`src/pkg/cfid_map.vh`:
```
// register map and field constants for the crypto feature id registers
`ifndef CFID_MAP_VH
`define CFID_MAP_VH

// system register read encoding of the wide register
`define CFID_WIDE_OP0 2'h3
`define CFID_WIDE_OP1 3'h0
`define CFID_WIDE_CRN 4'h0
`define CFID_WIDE_CRM 4'h6
`define CFID_WIDE_OP2 3'h0

// system register read encoding of the narrow register
`define CFID_NARROW_OP0 2'h3
`define CFID_NARROW_OP1 3'h0
`define CFID_NARROW_CRN 4'h0
`define CFID_NARROW_CRM 4'h2
`define CFID_NARROW_OP2 3'h5

// wide register field positions (low bit)
`define CFID_W_DOT_LSB 44
`define CFID_W_RDM_LSB 28
`define CFID_W_ATOMIC_LSB 20
`define CFID_W_CRC_LSB 16
`define CFID_W_SHA2_LSB 12
`define CFID_W_SHA1_LSB 8
`define CFID_W_AES_LSB 4

// narrow register field positions (low bit)
`define CFID_N_RDM_LSB 24
`define CFID_N_CRC_LSB 16
`define CFID_N_SHA2_LSB 12
`define CFID_N_SHA1_LSB 8
`define CFID_N_AES_LSB 4
`define CFID_N_LOCAL_EVENT_SEND_FIELD_LSB 0

// field values
`define CFID_VAL_DOT 4'h1
`define CFID_VAL_RDM 4'h1
`define CFID_VAL_ATOMIC 4'h2
`define CFID_VAL_CRC 4'h1
`define CFID_VAL_SHA2 4'h1
`define CFID_VAL_SHA1 4'h1
`define CFID_VAL_AES 4'h2
`define CFID_VAL_LOCAL_EVENT_SEND_FIELD 4'h1
`define CFID_VAL_NONE 4'h0

// exception level codes
`define CFID_EL0 2'h0

// reset values of the held register images
`define CFID_WIDE_RESET 64'h0000000000000000
`define CFID_NARROW_RESET 32'h00000000

`endif

```
`src/logic/cfid_regs.v`:
```
// crypto feature id registers: wide and narrow read-only images
`timescale 1ns/1ns
`default_nettype none
`include "cfid_map.vh"
module cfid_regs #(
  parameter CRYPTO_PRESENT = 1
) (
  // clock and reset
  input wire core_clk,
  input wire rst,
  // cluster strap
  input wire crypto_feature_disable,
  // system register access
  input wire sysreg_req,
  input wire sysreg_write,
  input wire [1:0] sysreg_op0,
  input wire [2:0] sysreg_op1,
  input wire [3:0] sysreg_crn,
  input wire [3:0] sysreg_crm,
  input wire [2:0] sysreg_op2,
  input wire [1:0] exc_level,
  output reg sysreg_ack,
  output reg sysreg_undef,
  output reg [63:0] sysreg_rdata,
  // external debug view
  output wire [63:0] debug_wide_isa_feature_id
);
  localparam ST_RESET = 2'b01;
  localparam ST_RUN = 2'b10;

  reg [1:0] state;
  reg crypto_off;
  reg [63:0] wide_isa_feature_id;
  reg [31:0] narrow_isa_feature_id;
  wire disable_sync;
  wire [63:0] narrow_image;
  wire crypto_on;
  wire hit_wide;
  wire hit_narrow;
  wire priv_ok;

  ////////////////////////////////////////////////////////////////////////
  // field placement and encoding match helpers

  function [63:0] put64;
    input [3:0] val;
    input integer lsb;
    begin
      put64 = {60'h000000000000000, val} << lsb;
    end
  endfunction

  function match;
    input [1:0] o0;
    input [2:0] o1;
    input [3:0] n;
    input [3:0] m;
    input [2:0] o2;
    begin
      match = (sysreg_op0 == o0) && (sysreg_op1 == o1) && (sysreg_crn == n) &&
              (sysreg_crm == m) && (sysreg_op2 == o2);
    end
  endfunction

  ////////////////////////////////////////////////////////////////////////
  // strap capture

  cfid_strap_sync u_sync (
    .core_clk(core_clk),
    .rst(rst),
    .pin_in(crypto_feature_disable),
    .level_out(disable_sync)
  );

  // first cycle after release takes the synchronised strap, then holds
  always @(posedge core_clk or posedge rst) begin
    if (rst) begin
      state <= ST_RESET;
      crypto_off <= 1'b0;
    end else begin
      case (state)
        ST_RESET: begin
          crypto_off <= disable_sync;
          state <= ST_RUN;
        end
        ST_RUN: begin
          state <= ST_RUN;
        end
        default: begin
          state <= ST_RESET;
        end
      endcase
    end
  end

  assign crypto_on = (CRYPTO_PRESENT != 0) && !crypto_off;

  ////////////////////////////////////////////////////////////////////////
  // register images; all other bits stay zero

  always @(posedge core_clk or posedge rst) begin
    if (rst) begin
      wide_isa_feature_id <= `CFID_WIDE_RESET;
      narrow_isa_feature_id <= `CFID_NARROW_RESET;
    end else begin
      wide_isa_feature_id <= put64(`CFID_VAL_DOT, `CFID_W_DOT_LSB) |
        put64(`CFID_VAL_RDM, `CFID_W_RDM_LSB) |
        put64(`CFID_VAL_ATOMIC, `CFID_W_ATOMIC_LSB) |
        put64(`CFID_VAL_CRC, `CFID_W_CRC_LSB) |
        put64(crypto_on ? `CFID_VAL_SHA2 : `CFID_VAL_NONE, `CFID_W_SHA2_LSB) |
        put64(crypto_on ? `CFID_VAL_SHA1 : `CFID_VAL_NONE, `CFID_W_SHA1_LSB) |
        put64(crypto_on ? `CFID_VAL_AES : `CFID_VAL_NONE, `CFID_W_AES_LSB);
      narrow_isa_feature_id <= narrow_image[31:0];
    end
  end

  // narrow fields all sit below bit 32; upper half dropped on purpose
  assign narrow_image = put64(`CFID_VAL_RDM, `CFID_N_RDM_LSB) |
    put64(`CFID_VAL_CRC, `CFID_N_CRC_LSB) |
    put64(crypto_on ? `CFID_VAL_SHA2 : `CFID_VAL_NONE, `CFID_N_SHA2_LSB) |
    put64(crypto_on ? `CFID_VAL_SHA1 : `CFID_VAL_NONE, `CFID_N_SHA1_LSB) |
    put64(crypto_on ? `CFID_VAL_AES : `CFID_VAL_NONE, `CFID_N_AES_LSB) |
    put64(`CFID_VAL_LOCAL_EVENT_SEND_FIELD, `CFID_N_LOCAL_EVENT_SEND_FIELD_LSB);

  assign debug_wide_isa_feature_id = wide_isa_feature_id;

  ////////////////////////////////////////////////////////////////////////
  // system register access

  assign hit_wide = match(`CFID_WIDE_OP0, `CFID_WIDE_OP1, `CFID_WIDE_CRN,
                          `CFID_WIDE_CRM, `CFID_WIDE_OP2);
  assign hit_narrow = match(`CFID_NARROW_OP0, `CFID_NARROW_OP1, `CFID_NARROW_CRN,
                            `CFID_NARROW_CRM, `CFID_NARROW_OP2);
  assign priv_ok = (exc_level != `CFID_EL0);

  // one-cycle answer; level zero, writes and unknown encodings trap
  always @(posedge core_clk or posedge rst) begin
    if (rst) begin
      sysreg_ack <= 1'b0;
      sysreg_undef <= 1'b0;
      sysreg_rdata <= 64'h0000000000000000;
    end else begin
      sysreg_ack <= sysreg_req;
      sysreg_undef <= 1'b0;
      sysreg_rdata <= 64'h0000000000000000;
      if (sysreg_req) begin
        if (!priv_ok || sysreg_write || !(hit_wide || hit_narrow)) begin
          sysreg_undef <= 1'b1;
        end else if (hit_wide) begin
          sysreg_rdata <= wide_isa_feature_id;
        end else begin
          sysreg_rdata <= {32'h00000000, narrow_isa_feature_id};
        end
      end
    end
  end
endmodule // cfid_regs
`default_nettype wire

```
`src/logic/cfid_strap_sync.v`:
```
// three-stage synchroniser for the crypto disable strap
`timescale 1ns/1ns
`default_nettype none
module cfid_strap_sync (
  // clock and reset
  input wire core_clk,
  input wire rst,
  // pin and result
  input wire pin_in,
  output reg level_out
);
  reg stage_a;
  reg stage_b;
  reg stage_c;

  // stage_a only feeds stage_b; a change counts once b and c agree
  // no reset here: the strap must settle while the core is held in reset,
  // so rst is left unused on purpose
  always @(posedge core_clk) begin
    stage_a <= pin_in;
    stage_b <= stage_a;
    stage_c <= stage_b;
    if (stage_b == stage_c) begin
      level_out <= stage_c;
    end
  end
endmodule // cfid_strap_sync
`default_nettype wire

```
`config.mk`:
```
export PLATFORM = sky130hd
export DESIGN_NAME = cfid_regs
export DESIGN_NICKNAME = d
export VERILOG_FILES = /design/src/logic/cfid_regs.v /design/src/logic/cfid_strap_sync.v
export VERILOG_INCLUDE_DIRS = /design/src /design/src/pkg
export SDC_FILE = /design/constraint.sdc
export NUM_CORES = 1
export LEC_CHECK = 0
export BUFFER_PORTS_ARGS = -buffer_cell sky130_fd_sc_hd__buf_4
export CAP_MARGIN = 25
export CORE_MARGIN = 8
export CORE_UTILIZATION = 36
export CTS_BUF_LIST = sky130_fd_sc_hd__clkbuf_4 sky130_fd_sc_hd__clkbuf_8
export CTS_CLUSTER_DIAMETER = 100
export DETAILED_ROUTE_END_ITERATION = 10
export PLACE_DENSITY = 0.84
export REMOVE_ABC_BUFFERS = 1
export SYNTH_ARGS = -nofsm -noshare
export SYNTH_HDL_FRONTEND = slang
export SYNTH_SLANG_ARGS = --single-unit
```
`constraint.sdc`:
```
create_clock -name core_clk -period 1.2 [get_ports core_clk]
set_input_delay 0.12 -clock core_clk [delete_from_list [all_inputs] [get_ports core_clk]]
set_output_delay 0.12 -clock core_clk [all_outputs]
set_load 0.03 [all_outputs]
```
==> run metrics, run 1 <==
H-Tree Depth=1; final-report max-slew violation count=0; first-pass GRT wire length=3236 µm; Initial Util=36.93%; Cells after Synth=163; Hold WC Path Type=input port to register; post-synth cell types=21; Final Critical Period=1.140 ns; Final nets=224; antenna viol nets, final=0; fmax=877.2 MHz; Final setup violation count=0; Mapped Area=1466 µm²; clk sink count=15; Worst EP arrival=1.28 ns; Post-CTS Resized=0; CTS clk-pin slew, worst paths=0.06 ns; most frequent cells in the layout=conb_1 (113), buf_4 (41), dfrtp_1 (10); largest net degree at the start of global routing=12; Tot GR Track Use=6.205%; final WL=2585 µm; number of remaining DRC errors=0; placed insts=243; Critical Path Sink Type=register; register area share after synthesis=25.00%; Tcrit/Tclk final=95.00%; commonest non-fill, non-tap cell in the layout=conb_1; maxcap violations=0; Max Buffers Root-to-Sink=2; DR iter-0 viols=12; Leak=0.8394 nW; post-route cell area=1404 µm²; layout cell share with drive strength beyond 1=26.63%; register share of total power=34.8%; slowest CP cell=or4_4; DIE AREA=6371 µm²; setup slack after layout=0.06002 ns; clk_lat worst skew=0.24 ns; Setup CP Type=input port to register; outcome=complete, no violations; num rows=23; P_int=0.8271 mW; pre-CTS WS=-0.2477 ns; Layout area overhead=-4.266%; die extent in y=79.82 µm; Max IR drop VDD=0.0007780 V; critical path cell sequence=buf_4 > or4_4 > nor4_4 > nand4_2 > and2_1; RD Place Congestion=0.6933; vias in the first global route=773; Multi-input gate area=585.6 µm²; syn_area_per_cell=8.996 µm²; first-pass iteration count of the detailed router=4; Synth Register Bits=15; DR WL/cell=10.38 µm; PwrDens=1086 nW/µm²; sw power=0.6978 mW; CTS tree=yes; setup total negative slack=0 ns; initial antenna violation count=0; I/O Buffers=40; Vias=745; Setup crit start kind=input port; fillcell total=428; CP Data Required Time=1.34 ns; DR vias/cell=2.992; final hold vios=0; Die X=79.82 µm; I/O pin total=153; Gate power share=39.5%; Seq. cell area=366.6 µm²; total CTS buffers=3; Core Area=3971 µm²; yosys warns=0; RSZ-0062 raised after global routing=yes; Placement Cell Area=1338 µm²; clock skew=0.004067 ns; final std cells w/o fill=249; Crit path largest cell delay=0.53 ns; crit-path max FO=5; root buffer cell=clkbuf_8; Clock power frac=25.7%; ant diodes=0; hpwl dp=2438 µm; Total Power Consumption=1.525 mW; grt total ovfl=0; Sw Share=45.76%
per-stage QoR:
step	hold slack, ns	util (%)
CTS	0.002026	35.35
global placement	0.1171	33.68
detailed placement	0.1248	33.68
finish	0.01091	35.35
floorplan	-0.02828	-
global route	0.001685	35.35
kinds of logic (layout without fill, tap and decap cells):
group,count (synthesis),count (layout),share of synthesized area (%)
XOR/XNOR,1,1,0.5974
buffers and inverters,126,51,63.48
AO/OA/AOI/OAI,2,2,0.6826
flip-flops,15,15,25.00
other,2,113,0.5121
adder cells (fa/ha/maj),1,1,0.8531
AND/OR/NAND/NOR,16,16,8.873
sequential cells by signal, summed over array words and instances, names as in the netlist:
signal	cells
u_sync.level_out	1
crypto_off	1
u_sync.stage_c	1
u_sync.stage_a	1
sysreg_ack	1
state	2
u_sync.stage_b	1
sysreg_undef	1
sysreg_rdata	4
narrow_isa_feature_id	2
synth_stat cells:
cell type | instances | area share, %
o21ai_0 | 2 | 0.68
and4bb_2 | 1 | 0.85
conb_1 | 2 | 0.51
nor2_1 | 3 | 0.77
nor4_4 | 1 | 1.5
or4_4 | 1 | 0.77
xnor2_1 | 1 | 0.60
buf_4 | 122 | 62
nor3b_2 | 1 | 0.85
dfrtp_1 | 10 | 17
nand2_1 | 4 | 1.0
ha_1 | 1 | 0.85
dfstp_2 | 1 | 1.8
nand4_2 | 1 | 0.85
dfxtp_1 | 3 | 4.1
inv_1 | 4 | 1.0
edfxtp_1 | 1 | 2.0
nor4b_1 | 1 | 0.60
nor3_2 | 1 | 0.68
or3b_2 | 1 | 0.60
and2_1 | 1 | 0.43
routing by layer:
| metal | part of all wire, % | wire (µm) | track usage (%) |
|---|---|---|---|
| met1 | 27 | 690 | 4.889 |
| met2 | 56 | 1456 | 12.47 |
| met3 | 17 | 439 | 4.167 |
| met4 | 0 | 0 | 0.5455 |
| met5 | 0 | 0 | 0 |
power groups by stage:
stage	Sequential, mW	Clock, mW	Combinational (mW)
after floorplan	0.560	0	0.478
after global placement	0.540	0	0.577
after detailed placement	0.541	0	0.580
after CTS	0.531	0.412	0.585
after global routing	0.532	0.429	0.630
final	0.531	0.392	0.602
final cells by class:
class	instances	share of cell area (%)
clock buffer	3	2.941
clock inverter	1	0.3565
tap	50	4.456
inverter	4	1.070
multi-input combinational	133	41.71
timing repair buffer	43	23.35
sequential	15	26.11
critical path: cells and delay by family:
family                 cells  cell delay, ns
AND/OR/NAND/NOR            4            1.05
buffers and inverters      1            0.11
timing repair:
action / 4_1_cts / 5_1_grt
hold buffers: 2 / 0
hold endpoints to repair: 11 / 0
setup buffers: 0 / 0
setup endpoints to repair: 0 / 3
final timing paths:
path | start | end | slack, ns | cells after the start
worst max-delay path | sysreg_op1[0] | sysreg_undef$_DFF_PP0_ | 0.06 | 5
worst min-delay path | sysreg_req | sysreg_ack$_DFF_PP0_ | 0.01 | 1
worst max register to register | state[0]$_DFF_PP1_ | crypto_off$_DFFE_PP0N_ | 0.32 | 3
worst min register to register | u_sync.stage_a$_DFF_P_ | u_sync.stage_b$_DFF_P_ | 0.33 | 0
max in group asynchronous | rst | state[0]$_DFF_PP1_ | 0.46 | 3
min in group asynchronous | rst | sysreg_rdata[24]$_DFF_PP0_ | 0.42 | 3
(Power assumes the default switching activity.)
==> run 2, diff against run 1 <==
- SYNTH_HIERARCHICAL: not set -> 1
- clock period: 1.2 -> 1.1 ns (I/O delays scaled with it)
==> run metrics, run 2 <==
vias in the first global route=770 (was 773); hpwl dp=2544 µm (was 2438 µm); DR WL/cell=11.09 µm (was 10.38 µm); Setup CP Type=input port to register (unchanged); Tot GR Track Use=7.108% (was 6.205%); DR vias/cell=3.024 (was 2.992); Die X=79.82 µm (unchanged); largest registers=sysreg_rdata (4), narrow_isa_feature_id (2), state (2) (unchanged); Global Route met1 Usage=5.346% (was 4.889%); Setup crit start kind=input port (unchanged); Gate power share=39.6% (was 39.5%); Cells after Synth=163 (unchanged); met2 Use GR=13.61% (was 12.47%); placed insts=243 (unchanged); P_int=0.9075 mW (was 0.8271 mW); die extent in y=79.82 µm (unchanged); num rows=23 (unchanged); clk sink count=15 (unchanged); commonest non-fill, non-tap cell in the layout=conb_1 (unchanged); DIE AREA=6371 µm² (unchanged); GRT busiest layer=met2 (unchanged); setup slack after layout=-0.06670 ns (was 0.06002 ns); largest net degree at the start of global routing=12 (unchanged); Leak=0.8540 nW (was 0.8394 nW); root buffer cell=clkbuf_8 (unchanged); RSZ-0062 raised after global routing=yes (unchanged); fmax=857.1 MHz; Clock power frac=26.0% (was 25.7%); Most flops, register=sysreg_rdata (unchanged); largest cells by area after synthesis=buf_4 (62%), dfrtp_1 (17%), dfxtp_1 (4.1%), edfxtp_1 (2.0%), dfstp_2 (1.8%) (unchanged); syn_area_per_cell=8.996 µm² (unchanged); RD Place Congestion=0.6925 (was 0.6933); yosys warns=6 (was 0); register share of total power=34.4% (was 34.8%); Tcrit/Tclk final=106.1%; Hold WC Path Type=input port to register (unchanged); number of remaining DRC errors=0 (unchanged); clock skew=0.005223 ns (was 0.004067 ns); Worst EP arrival=1.33 ns (was 1.28 ns); Core Area=3971 µm² (unchanged); Slew @ Worst Pin=0.5862 ns; ant diodes=0 (unchanged); layout cell share with drive strength beyond 1=27.50% (was 26.63%); outcome=finished, violations left (was complete, no violations); DR iter-0 viols=10 (was 12); most frequent cells in the layout=conb_1 (113), buf_4 (40), dfrtp_1 (10) (was conb_1 (113), buf_4 (41), dfrtp_1 (10)); final std cells w/o fill=250 (was 249); failing checks=negative setup slack; post-synth cell types=21 (unchanged); top-area cell type share of the netlist area=62.46% (unchanged); Critical Path Sink Type=register (unchanged); hold slack=0.1224 ns (was 0.01091 ns); pre-CTS WS=-0.3706 ns (was -0.2477 ns); H-Tree Depth=1 (unchanged); first-pass GRT wire length=3567 µm (was 3236 µm); total CTS buffers=3 (unchanged); max_slew headroom=60.37%; I/O Buffers=40 (unchanged); first-pass iteration count of the detailed router=2 (was 4); crit-path max FO=5 (unchanged); Post-synth EDFFs=1 (unchanged); final hold vios=0 (unchanged); CTS tree=yes (unchanged); Initial Util=36.93% (unchanged); I/O pin total=153 (unchanged); sw power=0.7751 mW (was 0.6978 mW); initial antenna violation count=0 (unchanged); Final Critical Period=1.167 ns; final WL=2773 µm (was 2585 µm); most common library cells after synthesis=buf_4 (122), dfrtp_1 (10), inv_1 (4), nand2_1 (4) (unchanged); register area share after synthesis=25.00% (unchanged); most common cell in the netlist=buf_4 (unchanged); GR Util met3=4.167% (unchanged); final core area utilization=36.04% (was 35.35%); Max Buffers Root-to-Sink=2 (unchanged); Max IR drop VDD=0.0005837 V (was 0.0007780 V); Final setup violation count=3 (was 0); final-report max-slew violation count=0 (unchanged); Synth Register Bits=15 (unchanged); Largest register FFs=4 (unchanged); CTS clk-pin slew, worst paths=0.06 ns (about the same); Synth async-reset ratio=73.33% (unchanged); Sw Share=46.07% (was 45.76%); post-synth top area cell=buf_4 (unchanged); Vias=756 (was 745); grt total ovfl=0 (unchanged); setup total negative slack=-0.1694 ns (was 0 ns); CP Data Required Time=1.27 ns (was 1.34 ns); Final nets=225 (was 224); PwrDens=1175 nW/µm² (was 1086 nW/µm²); clk_lat worst skew=0.25 ns (was 0.24 ns); maxcap violations=0 (unchanged); antenna viol nets, final=0 (unchanged); ys flop type=dfrtp_1 (unchanged); Mapped Area=1466 µm² (unchanged); Layout area overhead=-2.389% (was -4.266%)
run 2: path summary, 6_finish.rpt:
check | startpoint | end | slack [ns] | depth (start not counted)
max reg2reg | state[0]$_DFF_PP1_ | state[1]$_DFF_PP0_ | 0.24 | 2
max | sysreg_op1[0] | sysreg_rdata[24]$_DFF_PP0_ | -0.07 | 5
min | sysreg_req | sysreg_undef$_DFF_PP0_ | 0.12 | 2
min reg2reg | u_sync/stage_a$_DFF_P_ | u_sync/stage_b$_DFF_P_ | 0.33 | 0
min in group asynchronous | rst | sysreg_ack$_DFF_PP0_ | 0.40 | 3
max in group asynchronous | rst | state[0]$_DFF_PP1_ | 0.37 | 3
run 2: what timing repair did:
item | 4_1_cts | 5_1_grt
buffers inserted | 0 | 0
endpoints found under the setup margin | 4 | 5
hold endpoints to repair | 12 | 0
pin swaps | 3 | 1
hold buffers | 3 | 0
gates resized for setup | 1 | 3
run 2: logic make-up (layout without fill, tap and decap cells):
group | after synthesis | after routing | share of synthesized area [%]
simple gates | 16 | 16 | 8.873
fa+ha+maj | 1 | 1 | 0.8531
compound gates | 2 | 2 | 0.6826
other cells | 2 | 113 | 0.5121
buf+inv | 126 | 52 | 63.48
xor+xnor | 1 | 1 | 0.5974
flops | 15 | 15 | 25.00
run 2: cell type report:
cell class,instances,area (µm²)
clock buffers,3,41.29
multi-input cells,133,599.3
repair buffers,44,341.6
well taps,50,62.56
inverters,4,15.01
clock inverters,1,5.005
fillers,431,2540
flip-flops and latches,15,366.6
run 2: power groups by stage:
stage	Combinational, mW	Clock (mW)	Sequential [mW]
floorplan	0.522	0	0.610
global placement	0.630	0	0.589
detailed placement	0.635	0	0.590
CTS	0.644	0.454	0.579
global route	0.698	0.491	0.580
finish	0.666	0.438	0.578
run 2: worst max-delay path, stage by stage:
cell	delay [ns]
buf_6	0.09
or4_4	0.54
nor4_4	0.20
nand4_4	0.17
nor3b_2	0.22
run 2: layer usage:
metal	vias up	wire, µm
li1	339	-
met1	341	649
met2	72	1622
met3	4	467
met4	0	34
met5	-	0
run 2: through the flow:
stage	power (mW)	area, µm²
finish	1.683	1431
global route	1.769	1431
CTS	1.677	1418
detailed placement	1.224	1338
global placement	1.219	1338
floorplan	1.132	967.2
